`config.mk`:
```
export PLATFORM = sky130hd
export DESIGN_NAME = iodc_irq_out
export DESIGN_NICKNAME = d
export VERILOG_FILES = /design/src/hdl/iodc_pkg.sv /design/src/hdl/iodc_irq_out.sv /design/src/hdl/iodc_pin.sv /design/src/hdl/iodc_tick.sv
export SDC_FILE = /design/constraint.sdc
export NUM_CORES = 1
export LEC_CHECK = 0
export BUFFER_PORTS_ARGS = -buffer_cell sky130_fd_sc_hd__buf_2
export CAP_MARGIN = 10
export CORE_MARGIN = 5
export CORE_UTILIZATION = 49
export CTS_BUF_LIST = sky130_fd_sc_hd__clkbuf_16
export CTS_CLUSTER_DIAMETER = 120
export DETAILED_ROUTE_END_ITERATION = 16
export MAX_ROUTING_LAYER = met4
export PLACE_DENSITY = 0.86
export SLEW_MARGIN = 20
export SYNTH_ARGS = -nofsm -noshare
export SYNTH_HDL_FRONTEND = slang
export SYNTH_HIERARCHICAL = 1
export SYNTH_SLANG_ARGS = --single-unit
```
`constraint.sdc`:
```
create_clock -name clk_in -period 3.7 [get_ports clk_in]
set_input_delay 0.185 -clock clk_in [delete_from_list [all_inputs] [get_ports clk_in]]
set_output_delay 0.185 -clock clk_in [all_outputs]
set_load 0.05 [all_outputs]
```
`src/hdl/iodc_pkg.sv`:
```
package iodc_pkg;

  localparam int unsigned ADDR_W = 10;
  localparam int unsigned DATA_W = 32;

  // Register map
  localparam logic [ADDR_W-1:0] IRQ_OUTPUT_CONFIG_OFS = 10'h054;

  // Field positions inside irq_output_config
  localparam int unsigned GAP_INTERVAL_LSB = 24;
  localparam int unsigned GAP_INTERVAL_W = 8;
  localparam int unsigned GAP_RESTART_BIT = 14;
  localparam int unsigned GAP_ACTIVE_BIT = 13;
  localparam int unsigned MASTER_IRQ_BIT = 12;
  localparam int unsigned PIN_ENABLE_BIT = 8;
  localparam int unsigned PIN_POLARITY_BIT = 4;
  localparam int unsigned PUSH_PULL_BIT = 0;

  // Values after reset
  localparam logic [GAP_INTERVAL_W-1:0] GAP_INTERVAL_RST = 8'h00;
  localparam logic PIN_ENABLE_RST = 1'b0;
  localparam logic PIN_POLARITY_RST = 1'b0;
  localparam logic PUSH_PULL_RST = 1'b0;
  localparam logic [DATA_W-1:0] READ_ZERO = 32'h0000_0000;

  // Timing
  localparam int unsigned CLK_PERIOD_PS = 10000;
  localparam int unsigned GAP_UNIT_US = 10;
  localparam int unsigned GAP_UNIT_CYCLES = (GAP_UNIT_US * 1000000) / CLK_PERIOD_PS;
  localparam int unsigned TICK_W = $clog2(GAP_UNIT_CYCLES);

  typedef enum logic [1:0] {
    IODC_IDLE,
    IODC_ASSERTED,
    IODC_GAP
  } iodc_gap_state_e;

  typedef struct packed {
    logic [GAP_INTERVAL_W-1:0] gap_interval;
    logic pin_enable;
  } iodc_soft_cfg_s;

  typedef struct packed {
    logic pin_polarity;
    logic push_pull;
  } iodc_kept_cfg_s;

endpackage

```
`src/hdl/iodc_irq_out.sv`:
```
`timescale 1ns/1ps
`default_nettype none

// Contract
// - Gap length is 8-bit field, 10 us units, resets zero
// - Zero gap disables, clears counter, releases pending
// - New non-zero gap applies at once, running interval included
// - Restart bit clears counter, starts interval, self-clears
// - During gap, pin withheld and status reads one
// - Master bit ORs enabled sources, ignoring gating
// - Pin enable low holds pin de-asserted
// - Pin enable gates only the pin drive
// - Push-pull polarity zero low, one high
// - Drive-kind zero open-drain, one push-pull
// - Open-drain ignores polarity, asserts low
// - Polarity and drive kind survive soft reset
// - Source counts only when its enable bit set
// - Chip reset restores every field default
module iodc_irq_out #(
  parameter int unsigned NUM_SRC = 32,
  parameter int unsigned GAP_UNIT_CYCLES = iodc_pkg::GAP_UNIT_CYCLES
) (
  input wire logic clk_in,
  input wire logic rst_b_in,
  input wire logic soft_rst_in,
  input wire logic [NUM_SRC-1:0] src_active_in,
  input wire logic [NUM_SRC-1:0] src_enable_in,
  input wire logic reg_wr_in,
  input wire logic reg_rd_in,
  input wire logic [iodc_pkg::ADDR_W-1:0] reg_addr_in,
  input wire logic [iodc_pkg::DATA_W-1:0] reg_wdata_in,
  output logic [iodc_pkg::DATA_W-1:0] reg_rdata_out,
  output logic reg_rvalid_out,
  output logic master_irq_out,
  output logic gap_active_out,
  output logic irq_pin_out,
  output logic irq_pin_oe_out
);

  localparam logic [iodc_pkg::GAP_INTERVAL_W-1:0] GAP_ZERO = '0;

  iodc_pkg::iodc_soft_cfg_s soft_q;
  iodc_pkg::iodc_soft_cfg_s soft_d;
  iodc_pkg::iodc_kept_cfg_s kept_q;
  iodc_pkg::iodc_kept_cfg_s kept_d;
  iodc_pkg::iodc_gap_state_e state_q;
  iodc_pkg::iodc_gap_state_e state_d;
  logic [iodc_pkg::GAP_INTERVAL_W-1:0] units_q;
  logic [iodc_pkg::GAP_INTERVAL_W-1:0] units_d;
  logic [iodc_pkg::DATA_W-1:0] rdata_q;
  logic [iodc_pkg::DATA_W-1:0] rdata_d;
  logic rvalid_q;
  logic rvalid_d;
  logic master_q;

  logic cfg_hit;
  logic cfg_wr;
  logic restart;
  logic [iodc_pkg::GAP_INTERVAL_W-1:0] new_gap;
  logic tick;
  logic in_gap;
  logic master;
  logic pin_assert;

  assign cfg_hit = (reg_addr_in == iodc_pkg::IRQ_OUTPUT_CONFIG_OFS);
  assign cfg_wr = reg_wr_in && cfg_hit;
  assign new_gap = reg_wdata_in[iodc_pkg::GAP_INTERVAL_LSB +: iodc_pkg::GAP_INTERVAL_W];
  // Restart is a strobe only; nothing stores it, so it reads back zero
  assign restart = cfg_wr && reg_wdata_in[iodc_pkg::GAP_RESTART_BIT];

  assign master = |(src_active_in & src_enable_in);
  assign in_gap = (state_q == iodc_pkg::IODC_GAP);

  // Configuration, soft-resettable part
  always_comb begin
    soft_d = soft_q;
    if (soft_rst_in) begin
      soft_d.gap_interval = iodc_pkg::GAP_INTERVAL_RST;
      soft_d.pin_enable = iodc_pkg::PIN_ENABLE_RST;
    end else if (cfg_wr) begin
      soft_d.gap_interval = new_gap;
      soft_d.pin_enable = reg_wdata_in[iodc_pkg::PIN_ENABLE_BIT];
    end
  end

  always_ff @(posedge clk_in or negedge rst_b_in) begin
    if (!rst_b_in) begin
      soft_q.gap_interval <= iodc_pkg::GAP_INTERVAL_RST;
      soft_q.pin_enable <= iodc_pkg::PIN_ENABLE_RST;
    end else begin
      soft_q <= soft_d;
    end
  end

  // Drive configuration ignores soft reset
  always_comb begin
    kept_d = kept_q;
    if (cfg_wr) begin
      kept_d.pin_polarity = reg_wdata_in[iodc_pkg::PIN_POLARITY_BIT];
      kept_d.push_pull = reg_wdata_in[iodc_pkg::PUSH_PULL_BIT];
    end
  end

  always_ff @(posedge clk_in or negedge rst_b_in) begin
    if (!rst_b_in) begin
      kept_q.pin_polarity <= iodc_pkg::PIN_POLARITY_RST;
      kept_q.push_pull <= iodc_pkg::PUSH_PULL_RST;
    end else begin
      kept_q <= kept_d;
    end
  end

  iodc_tick #(
    .CYCLES(GAP_UNIT_CYCLES)
  ) u_tick (
    .clk_in(clk_in),
    .rst_b_in(rst_b_in),
    .run_in(in_gap),
    .restart_in(restart),
    .tick_out(tick)
  );

  // De-assertion gap sequencer
  always_comb begin
    state_d = state_q;
    units_d = units_q;
    unique case (state_q)
      iodc_pkg::IODC_IDLE: begin
        units_d = GAP_ZERO;
        if (master) begin
          state_d = iodc_pkg::IODC_ASSERTED;
        end
      end
      iodc_pkg::IODC_ASSERTED: begin
        units_d = GAP_ZERO;
        // Gap starts when the internal line drops, pin enabled or not
        if (!master) begin
          state_d = (soft_q.gap_interval == GAP_ZERO) ? iodc_pkg::IODC_IDLE
                                                      : iodc_pkg::IODC_GAP;
        end
      end
      iodc_pkg::IODC_GAP: begin
        // Compared live, so a rewritten length takes effect at once
        if (tick) begin
          units_d = units_q + 8'h01;
          if ((units_q + 8'h01) >= soft_q.gap_interval) begin
            state_d = iodc_pkg::IODC_IDLE;
            units_d = GAP_ZERO;
          end
        end
      end
      default: begin
        state_d = iodc_pkg::IODC_IDLE;
        units_d = GAP_ZERO;
      end
    endcase
    if (restart) begin
      state_d = iodc_pkg::IODC_GAP;
      units_d = GAP_ZERO;
    end
    // Zero length wins over restart and releases held interrupts
    if (soft_d.gap_interval == GAP_ZERO) begin
      if (state_d == iodc_pkg::IODC_GAP) begin
        state_d = iodc_pkg::IODC_IDLE;
      end
      units_d = GAP_ZERO;
    end
  end

  always_ff @(posedge clk_in or negedge rst_b_in) begin
    if (!rst_b_in) begin
      state_q <= iodc_pkg::IODC_IDLE;
      units_q <= GAP_ZERO;
    end else begin
      state_q <= state_d;
      units_q <= units_d;
    end
  end

  // Pin enable masks only here, status paths stay untouched
  assign pin_assert = master && !in_gap && soft_q.pin_enable;

  iodc_pin u_pin (
    .clk_in(clk_in),
    .rst_b_in(rst_b_in),
    .assert_in(pin_assert),
    .pin_polarity_in(kept_q.pin_polarity),
    .push_pull_in(kept_q.push_pull),
    .irq_pin_out(irq_pin_out),
    .irq_pin_oe_out(irq_pin_oe_out)
  );

  // Read port; unmapped offsets read zero
  always_comb begin
    rdata_d = rdata_q;
    rvalid_d = reg_rd_in;
    if (reg_rd_in) begin
      rdata_d = iodc_pkg::READ_ZERO;
      if (cfg_hit) begin
        rdata_d[iodc_pkg::GAP_INTERVAL_LSB +: iodc_pkg::GAP_INTERVAL_W] = soft_q.gap_interval;
        rdata_d[iodc_pkg::GAP_ACTIVE_BIT] = in_gap;
        rdata_d[iodc_pkg::MASTER_IRQ_BIT] = master;
        rdata_d[iodc_pkg::PIN_ENABLE_BIT] = soft_q.pin_enable;
        rdata_d[iodc_pkg::PIN_POLARITY_BIT] = kept_q.pin_polarity;
        rdata_d[iodc_pkg::PUSH_PULL_BIT] = kept_q.push_pull;
      end
    end
  end

  always_ff @(posedge clk_in or negedge rst_b_in) begin
    if (!rst_b_in) begin
      rdata_q <= iodc_pkg::READ_ZERO;
      rvalid_q <= 1'b0;
      master_q <= 1'b0;
    end else begin
      rdata_q <= rdata_d;
      rvalid_q <= rvalid_d;
      master_q <= master;
    end
  end

  assign reg_rdata_out = rdata_q;
  assign reg_rvalid_out = rvalid_q;
  assign master_irq_out = master_q;
  assign gap_active_out = in_gap;

endmodule

`default_nettype wire

```
`src/hdl/iodc_pin.sv`:
```
`timescale 1ns/1ps
`default_nettype none

// Final pin stage: drive kind and polarity, registered so the pad never glitches
module iodc_pin (
  input wire logic clk_in,
  input wire logic rst_b_in,
  input wire logic assert_in,
  input wire logic pin_polarity_in,
  input wire logic push_pull_in,
  output logic irq_pin_out,
  output logic irq_pin_oe_out
);

  logic o_q;
  logic o_d;
  logic oe_q;
  logic oe_d;

  always_comb begin
    if (push_pull_in) begin
      oe_d = 1'b1;
      o_d = pin_polarity_in ? assert_in : !assert_in;
    end else begin
      // Wired-OR: only ever pull low, polarity has no say
      oe_d = assert_in;
      o_d = 1'b0;
    end
  end

  always_ff @(posedge clk_in or negedge rst_b_in) begin
    if (!rst_b_in) begin
      o_q <= 1'b0;
      oe_q <= 1'b0;
    end else begin
      o_q <= o_d;
      oe_q <= oe_d;
    end
  end

  assign irq_pin_out = o_q;
  assign irq_pin_oe_out = oe_q;

endmodule

`default_nettype wire

```
`src/hdl/iodc_tick.sv`:
```
`timescale 1ns/1ps
`default_nettype none

// Divider giving one pulse per gap unit; restartable so a fresh interval is full length
module iodc_tick #(
  parameter int unsigned CYCLES = iodc_pkg::GAP_UNIT_CYCLES
) (
  input wire logic clk_in,
  input wire logic rst_b_in,
  input wire logic run_in,
  input wire logic restart_in,
  output logic tick_out
);

  localparam int unsigned W = $clog2(CYCLES);
  localparam logic [W-1:0] LAST = W'(CYCLES - 1);
  localparam logic [W-1:0] ZERO = '0;

  logic [W-1:0] cnt_q;
  logic [W-1:0] cnt_d;

  always_comb begin
    cnt_d = cnt_q;
    if (restart_in || !run_in) begin
      cnt_d = ZERO;
    end else if (cnt_q == LAST) begin
      cnt_d = ZERO;
    end else begin
      cnt_d = cnt_q + W'(1);
    end
  end

  always_ff @(posedge clk_in or negedge rst_b_in) begin
    if (!rst_b_in) begin
      cnt_q <= ZERO;
    end else begin
      cnt_q <= cnt_d;
    end
  end

  assign tick_out = run_in && !restart_in && (cnt_q == LAST);

endmodule

`default_nettype wire

```
Word-level counts from Yosys, hierarchy flattened:

Cells that the tools add are included.

* $add $sub $neg: 2
* eq/ne operators: 6
* muxes and demuxes: 26
* reductions and logical operators: 15
* $lt $le $gt $ge: 1
* bitwise logic cells: 1

Operators with widths (count)
* $mux W8: 6
* $and A32 B32 Y32: 1
* $reduce_or A32 Y1: 1
* $mux W10: 2
* $mux W2: 9
* $mux W9: 2
* $logic_not A8 Y1: 2
* $add A10 B1 Y10 const B: 1
* $eq A10 B10 Y1 const B: 1
* $eq A10 B7 Y1 const B: 1
* $add A8 B1 Y8 const B: 1
* $ge A8 B8 Y1: 1
* $logic_and A1 B1 Y1: 6
* $mux W1: 6
* $pmux W2 S3: 1
* $eq A2 B2 Y1 const B: 2
* $ne A4 B2 Y1 const B: 1
* $logic_not A1 Y1: 3
* $eq A2 B1 Y1 const B: 1
* $logic_not A2 Y1: 1
* $reduce_bool A2 Y1: 1
* $logic_or A1 B1 Y1: 1

* input bits: 111
* output and inout port bits: 37
* bits in registers: 48

Depth between registers and ports, before layout:

Gate-level depths: netlist of run 1.

* depth in word-level cells: 12
* mapped depth: 11

Cells and area by module:

Netlist of run 1, hierarchy kept.

By module, submodules not included
* iodc_irq_out: cells an instance 227, area an instance 2174.6 µm², times used 1
* iodc_tick: cells an instance 53, area an instance 505.5 µm², times used 1
* iodc_pin: cells an instance 5, area an instance 71.3 µm², times used 1

Worst setup path after synthesis of run 1:

OpenSTA, ideal clock, no wires.

* kind: register to register
* from: reg state_q[0]
* to: reg state_q[1]
* arrival: 2145 ps
* period minus slack after synthesis: 2289 ps
* slack: 1411 ps
* path buffers: 1
* required time: 3557 ps
* stages on the path, launching flop included: 9
* library setup time: 143 ps
* cell sequence: dfrtp_1 nand2b_1 inv_1 nand2_1 nor4_1 clkbuf_1 clkinv_1 o21ai_0 a221oi_1

* longest elaborated chain between the ends: 9
* elaborated cells on any way between the ends: 14

RTL lines
* start, declared: line iodc_irq_out.sv:46 `iodc_pkg::iodc_gap_state_e state_q;`
* start signal, assigned: line iodc_irq_out.sv:172 `state_q <= iodc_pkg::IODC_IDLE;`
* start signal, assigned: line iodc_irq_out.sv:175 `state_q <= state_d;`
* $eq A2 B2 Y1 *: line iodc_irq_out.sv:72 `assign in_gap = (state_q == iodc_pkg::IODC_GAP);`
* named net gap_active_out: line iodc_irq_out.sv:35 `output logic gap_active_out,`
* $logic_and A1 B1 Y1 * (2 in a row): line iodc_tick.sv:41 `assign tick_out = run_in && !restart_in && (cnt_q == LAST);`
* named net tick: line iodc_irq_out.sv:60 `logic tick;`
* $mux W2 *: line iodc_irq_out.sv:144 `if (tick) begin`
* $pmux W2 S3 *: line iodc_irq_out.sv:127 `unique case (state_q)`
* $mux W2 *: line iodc_irq_out.sv:157 `if (restart) begin`
* $eq A2 B2 Y1: line iodc_irq_out.sv:163 `if (state_d == iodc_pkg::IODC_GAP) begin`
* $mux W2: line iodc_irq_out.sv:163
* $mux W2 *: line iodc_irq_out.sv:162 `if (soft_d.gap_interval == GAP_ZERO) begin`
* named net state_d[1]: line iodc_irq_out.sv:47 `iodc_pkg::iodc_gap_state_e state_d;`

Mark *: on every way through the listed nets, which the timed path passes. The rest lies on a longest branch.
A chain may end at the register's enable or synchronous reset.

Worst setup path in the final report of run 1:

* from: reg units_q[2] in the netlist's numbering
* to: reg state_q[1]

* longest elaborated chain between the ends: 9

RTL lines
* start, declared: line iodc_irq_out.sv:48 `logic [iodc_pkg::GAP_INTERVAL_W-1:0] units_q;`
* start signal, assigned: line iodc_irq_out.sv:176 `units_q <= units_d;`
* $add A8 B1 Y8 *: line iodc_irq_out.sv:146 `if ((units_q + 8'h01) >= soft_q.gap_interval) begin`
* $ge A8 B8 Y1 *: line iodc_irq_out.sv:146
* $mux W2 *: line iodc_irq_out.sv:146
* $mux W2 *: line iodc_irq_out.sv:144
* $pmux W2 S3 *: line iodc_irq_out.sv:127
* $mux W2 *: line iodc_irq_out.sv:157
* $eq A2 B2 Y1: line iodc_irq_out.sv:163
* $mux W2: line iodc_irq_out.sv:163
* $mux W2 *: line iodc_irq_out.sv:162
* named net state_d[1]: line iodc_irq_out.sv:47

Marks and branches as above.

==> results of run 1 <==
==> power groups by stage <==
stage | logic, mW | registers, mW | clock network [mW]
finish | 0.131 | 0.526 | 0.571
floorplan | 0.0753 | 0.540 | 0
CTS | 0.129 | 0.527 | 0.575
global route | 0.140 | 0.526 | 0.599
detailed placement | 0.128 | 0.536 | 0
global placement | 0.126 | 0.536 | 0
==> placed cells by master (no fill, tap or decap), types with 5 or more instances in the layout <==
master,synthesis,layout
buf_2,1,107
dfrtp_1,48,48
inv_1,30,30
nand2_1,19,19
conb_1,1,19
nor2_1,17,17
nand3_1,16,16
a22oi_1,16,16
o21ai_0,10,10
ha_1,10,10
mux2i_1,9,9
o22ai_1,9,9
xnor2_1,7,7
nand4_1,7,7
a21oi_1,7,7
a21oi_2,6,6
nor4_1,5,5
clkbuf_16,0,5
==> flip-flops by register name, indices dropped and copies added (netlist names), 2 cells and up <==
name           flops
state_q            2
units_q            8
kept_q             2
soft_q             9
u_tick/cnt_q      10
reg_rdata_out     13
==> logic make-up (layout without fill, tap and decap cells) <==
| kind of cell | Yosys count | after routing |
|---|---|---|
| adders and majority gates | 10 | 10 |
| xor gates and xnor gates | 10 | 10 |
| other | 1 | 22 |
| and+or+nand+nor | 86 | 86 |
| muxes | 11 | 11 |
| buffers and inverters | 57 | 150 |
| AOI/OAI and AO/OA | 62 | 62 |
| DFF | 48 | 48 |
==> how the worst min path moves through the flow <==
stage	slack, ns	end	startpoint
finish	0.13	kept_q[0]	reg_wdata_in[0]
global route	0.14	kept_q[0]	reg_wdata_in[0]
CTS	0.12	reg_rdata_out[25]	rst_b_in
detailed placement	0.42	reg_rdata_out[4]	rst_b_in
global placement	0.41	reg_rdata_out[8]	rst_b_in
floorplan	-0.11	kept_q[0]	rst_b_in
==> area by class of cell <==
| type | instances | area (sq um) | area share (%) |
|---|---|---|---|
| Antenna cell | 3 | 7.51 | 0.214 |
| Clock buffer | 5 | 125 | 3.57 |
| Clock inverter | 2 | 60.1 | 1.71 |
| Inverter | 32 | 120 | 3.43 |
| Multi-Input combinational cell | 198 | 1330 | 38.0 |
| Sequential cell | 48 | 1200 | 34.3 |
| Tap cell | 72 | 90.1 | 2.57 |
| Timing Repair Buffer | 111 | 568 | 16.2 |
==> what timing repair did <==
| action | 4_1_cts | 5_1_grt |
|---|---|---|
| hold buffers | 0 | 1 |
| buffers inserted | 0 | 0 |
| endpoints found under the hold margin | 0 | 48 |
==> through the flow <==
step / worst slack, ns / hold slack, ns / util, %
finish: 0.760 / 0.133 / 64.0
global route: 0.492 / 0.142 / 63.9
CTS: 0.811 / 0.119 / 63.6
detailed placement: 0.936 / 0.423 / 60.3
global placement: 1.06 / 0.414 / 60.3
floorplan: 1.41 / -0.111 / -
==> routing by layer <==
metal | wire length (microns) | global-route usage, % | vias to the layer above
met5 | 0 | - | -
met4 | 165 | 8.06 | 0
met2 | 4090 | 38.6 | 89
met3 | 608 | 6.02 | 13
li1 | - | - | 1206
met1 | 3130 | 26.3 | 1223
==> results.md, run 1 <==
* Adder-Cell Fraction of Synth Area at under 10%
* Pwr dens at 351 nW/um^2
* Grt total ovfl at 0
* Max Clock Skew at around 0.0063 ns
* Top post-synthesis cells by area: dfrtp_1 (44%), buf_4 (5.2%), ha_1 (4.5%), a22oi_1 (4.4%), inv_1 (4.1%)
* FF+latch count, synth at between 40 and 50
* Post-synthesis simple-gate area fraction at between 10% and 20%
* Actual slew at the worst max-slew pin at roughly 0.78 ns
* Vias in the first global route at 2663
* Sequential fraction of the synthesis area at 43.7%
* Largest net degree at the start of global routing at just under 50
* Clk network pwr share at 46.5%
* Synth Area per Inst at between 9 and 10 sq um
* Status: finished, final reports clean
* Worst path bufs/invs at 0
* Clock-pin slew on the worst setup and hold paths at ~0.060 ns
* Rel. slew slack at between 40% and 50%
* P_sw at about 0.27 mW
* Global-route wire length before repair at ~13000 microns
* FF-to-FF Start: units_q[2]
* Initial antenna violation count at 1
* Ratio of cells with drive above 1 in the final layout at around a third
* DRC errors left at 0
* Crit-path slowest cell: a21oi_1
* CTS resizes at 0
* Seq pwr share at between 40% and 50%
* Synthesized instance count at ~290
* Die ar. at 7210 sq um
* Initial Util at between 50% and 60%
* Vias per Instance at 5.37
* Post-synthesis compound-gate area fraction at about 17%
* H-tree levels at 2
* Post-synth top area cell: dfrtp_1
* Total Wirelength at around 8000 microns
* Pint at about 0.95 mW
* Synth Warn # at 6
* Post-synth EDFFs at 0
* Filler Cell Count at 427
* Setup_tns at 0 ns
* RR Endpoint: state_q[1]
* Synth top cells by count: dfrtp_1 (48), inv_1 (30), buf_4 (19), nand2_1 (19), nor2_1 (17)
* Gpl congestion at a little over 0.8
* Most numerous cell in the Yosys netlist: dfrtp_1
* Setup violations, final at 0
* Synth-to-Final Area Change at 27.3%
* CTS buffer count at 5
* Core Region at approximately 5500 sq um
* Cell Rows at 27
* Clock tree buffer depth at 2
* Maximum vdd drop at about 0.00023 V
* Max Cap Violations at 0
* R2r setup slk at 0.76 ns
* Port bufs at between 100 and 150
* Starting DRT DRC Count at roughly 140
* Drt first pass iters at 4
* WL/cell at approximately 17 microns
* Crit-path leading delay family: compound AO/OA/AOI/OAI gates
* Top-area cell type share of the netlist area at 43.7%
* Largest family of logic cells by synthesized area: simple AND/OR/NAND/NOR gates
* R2R cell count at 9
* Post-DP Area at 3300 sq um
* Crit-path max cell delay at 0.62 ns
* Final ANT Viol Nets at 0
* Req. time, crit path at slightly below 4 ns
* RSZ-0062 raised after global routing: false
* Nets at 517
* Sw Share at between 20 and 25%
* CTS tree: yes
* Overall routing resource usage at a little under a quarter
* Worst setup startpoint: units_q[2]
* Clock latency on the worst-skew pair at a little under 0.3 ns
* Power share of the combinational group at between 10% and 20%
* CTS Root Cell: clkbuf_16
* Fmax at roughly 340 MHz
* Crit Path Max Fanout at 11
* Startpoint types: flop
* Post-Layout Cell Count at 471
* Unique masters post-synth at between 50 and 60
* CP Depth at 9
* Worst Setup End Kind: flop
* Cell area after synthesis at between 2000 and 3000 sq um
* Critical path class: reg -> reg
* Final period utilization at about four fifths
* Inst Count DP at 460
* Fin crit period at between 2 and 3 ns
* Total number of vias at 2531
* Hold Path Class: in -> reg
* Sink Count at 48
* Hold Crit Depth at 2
* Die X-Extent at between 80 and 90 microns
* Pwr Total at approximately 1.2 mW
* CP cell instances: and3_1 -> nand3_1 -> xnor2_1 -> ha_1 -> a21oi_1 -> o21ai_0 -> a21oi_1 -> o21ai_0 -> a221oi_1
* CP Capture Point: state_q[1]
* Mux contribution to synthesized area at a little over 4%
* Die Ht at around 85 microns
* Detailed placement HPWL at 6010 microns
* Fin area at between 3000 and 4000 sq um
* # IOs at 148
* Leakage power at 1.72 nW
* XOR/XNOR Fraction of Synth Area at 3.18%
* Share of flip-flops with an asynchronous set or reset at 100%
* CP arrival at 3.11 ns
* Main synth FF type: dfrtp_1
* Final-report hold violation count at 0
* Fin. max-slew vios at 0
No activity file was read; power rests on OpenSTA's default activity.
==> run 2, diff against run 1 <==
--- a/config.mk
+++ b/config.mk
@@ -8,12 +8,12 @@
 export BUFFER_PORTS_ARGS = -buffer_cell sky130_fd_sc_hd__buf_2
 export CAP_MARGIN = 10
 export CORE_MARGIN = 5
-export CORE_UTILIZATION = 49
+export CORE_UTILIZATION = 45
 export CTS_BUF_LIST = sky130_fd_sc_hd__clkbuf_16
 export CTS_CLUSTER_DIAMETER = 120
 export DETAILED_ROUTE_END_ITERATION = 16
 export MAX_ROUTING_LAYER = met4
-export PLACE_DENSITY = 0.86
+export PLACE_DENSITY = 0.8
 export SLEW_MARGIN = 20
 export SYNTH_ARGS = -nofsm -noshare
 export SYNTH_HDL_FRONTEND = slang
==> constraint.sdc (replaced) <==
create_clock -name clk_in -period 2.9 [get_ports clk_in]
set_input_delay 0.145 -clock clk_in [delete_from_list [all_inputs] [get_ports clk_in]]
set_output_delay 0.145 -clock clk_in [all_outputs]
set_load 0.05 [all_outputs]
==> results.md, run 2 (same netlist as run 1, synthesis figures left out) <==
* Clock tree buffer depth at 2
* Clock-pin slew on the worst setup and hold paths at 0.07 ns
* Total number of vias at ~2.5k
* Metal-1 WL at 3000 microns
* Rel. slew slack at 60.2%
* Hold EP: kept_q[0]
* Die X-Extent at between 80 and 90 microns
* CP arrival at approximately 2.5 ns
* Die Ht at between 80 and 90 microns
* Starting DRT DRC Count at approximately 110
* Global-route wire length before repair at around 12000 microns
* Hold Path Class: in -> reg
* # IOs at roughly 150
* Crit-path max cell delay at 0.47 ns
* Crit-path leading delay family: compound AO/OA/AOI/OAI gates
* Sink Count at 48
* Final ANT Viol Nets at 0
* Post-Layout Cell Count at roughly 480
* Max Cap Violations at 0
* Most frequent cells in the layout: buf_2 (107), dfrtp_1 (48), inv_1 (30)
* Hold Crit Depth at 2
* Critical path class: reg -> reg
* CTS buffer count at 5
* Leakage power at 1.72 nW
* Fmax at roughly 430 MHz
* Largest net degree at the start of global routing at 49
* Final period utilization at approximately 80%
* Max reg flops at 13
* Gpl congestion at around 0.83
* Crit Path Max Fanout at 11
* WL met2 at 3980 microns
* Maximum vdd drop at ~0.00034 V
* R2R cell count at 10
* Nets at 518
* RSZ-0062 raised after global routing: false
* Pwr dens at about 450 nW/um^2
* Startpoint types: flop
* Fin. max-slew vios at 0
* Drt first pass iters at 4
* WL/cell at ~16 microns
* Overall routing resource usage at roughly a fifth
* Post-CTS Setup Bufs at 0
* DR top layer: met4
* CTS tree: yes
* Clock latency on the worst-skew pair at 0.29 ns
* Vias per Instance at 5.33
* Final-report hold violation count at 0
* Initial Util at between 40% and 50%
* RR Endpoint: state_q[1]
* Req. time, crit path at between 3 and 4 ns
* Setup violations, final at 0
* Crit-path slowest cell: dfrtp_1
* Grt total ovfl at 0
* H-tree levels at 2
* Fin crit period at 2.31 ns
* Met3 Routed Length at between 500 and 600 microns
* DRC errors left at 0
* Setup_tns at 0 ns
* Worst Hold Launch: reg_wdata_in[0]
* CP cell instances: and3_1 -> nand3_1 -> xnor2_1 -> ha_1 -> a21oi_1 -> o21ai_0 -> a21oi_1 -> buf_4 -> o21ai_0 -> a221oi_1
* Die ar. at 7780 sq um
* FF-to-FF Start: units_q[3]
* Detailed placement HPWL at roughly 6000 microns
* Worst Setup End Kind: flop
* Cell Rows at 28
* Core Region at around 5900 sq um
* CTS resizes at 0
* Actual slew at the worst max-slew pin at between 0.5 and 0.6 ns
* Status: finished, final reports clean
* Vias in the first global route at approximately 2.6k
* CTS Root Cell: clkbuf_16
* Cts-stage hold buffer count at 0
* Inst Count DP at ~460
* Most common cell after layout, fill and taps aside: buf_2
* Ratio of cells with drive above 1 in the final layout at about 34%
* Synth-to-Final Area Change at 27.7%
* R2r setup slk at roughly 0.59 ns
* Initial antenna violation count at 2
* Max Clock Skew at ~0.007 ns
* Port bufs at around 110
* Worst path bufs/invs at 1
* Total Wirelength at about 7700 microns
[run 2: changes by cell type in the layout (fill, tap and decap cells not counted)]
cell,delta
buf_4,+1
[run 2: layer usage]
| layer | vias up | global-route usage [%] |
|---|---|---|
| li1 | 1204 | - |
| met1 | 1245 | 23.8 |
| met2 | 72 | 34.7 |
| met3 | 12 | 6.11 |
| met4 | 0 | 5.08 |
| met5 | - | - |
[run 2: report_power, final]
group	total (mW)	internal (mW)	switching, mW
Sequential	0.672	0.671	0.000661
Combinational	0.167	0.0576	0.110
Clock	0.734	0.489	0.245
Total	1.57	1.22	0.355
[run 2: final cells by class]
type | instances | area (sq um)
timing repair buffer | 112 | 576
fill | 496 | 2410
inverter | 32 | 120
clock inverter | 2 | 60.1
clock buffer | 5 | 125
tap | 75 | 93.8
sequential | 48 | 1200
multi-input combinational | 198 | 1330
antenna | 3 | 7.51
[run 2: how the worst max path moves through the flow]
stage | from | end | slack (ns) | depth (start not counted)
3_5_place_dp | units_q[2] | state_q[1] | 0.62 | 10
5_1_grt | units_q[2] | state_q[1] | 0.41 | 10
4_1_cts | units_q[3] | state_q[1] | 0.58 | 10
6_report | units_q[3] | state_q[1] | 0.59 | 10
2_1_floorplan | state_q[0] | state_q[1] | 0.61 | 8
3_3_place_gp | units_q[2] | state_q[1] | 0.65 | 10
[run 2: metrics by stage]
stage	worst slack (ns)	utilization [%]	total power, mW	hold WS (ns)	cell area, sq um
floorplan	0.611	-	0.785	-0.151	2820
global placement	0.650	55.9	0.846	0.380	3310
detailed placement	0.622	55.9	0.850	0.387	3310
CTS	0.585	59.0	1.57	0.0813	3490
global route	0.413	59.3	1.62	0.0855	3510
finish	0.591	59.4	1.57	0.0933	3510
[run 2: worst register-to-register path, delay by kind of cell (launching register included)]
kind                     cells  cell delay (ns)
adder cells (fa/ha/maj)      1             0.29
XOR/XNOR                     1             0.21
AO/OA/AOI/OAI                5             0.70
AND/OR/NAND/NOR              2             0.36
flip-flops                   1             0.47
buffers and inverters        1             0.19
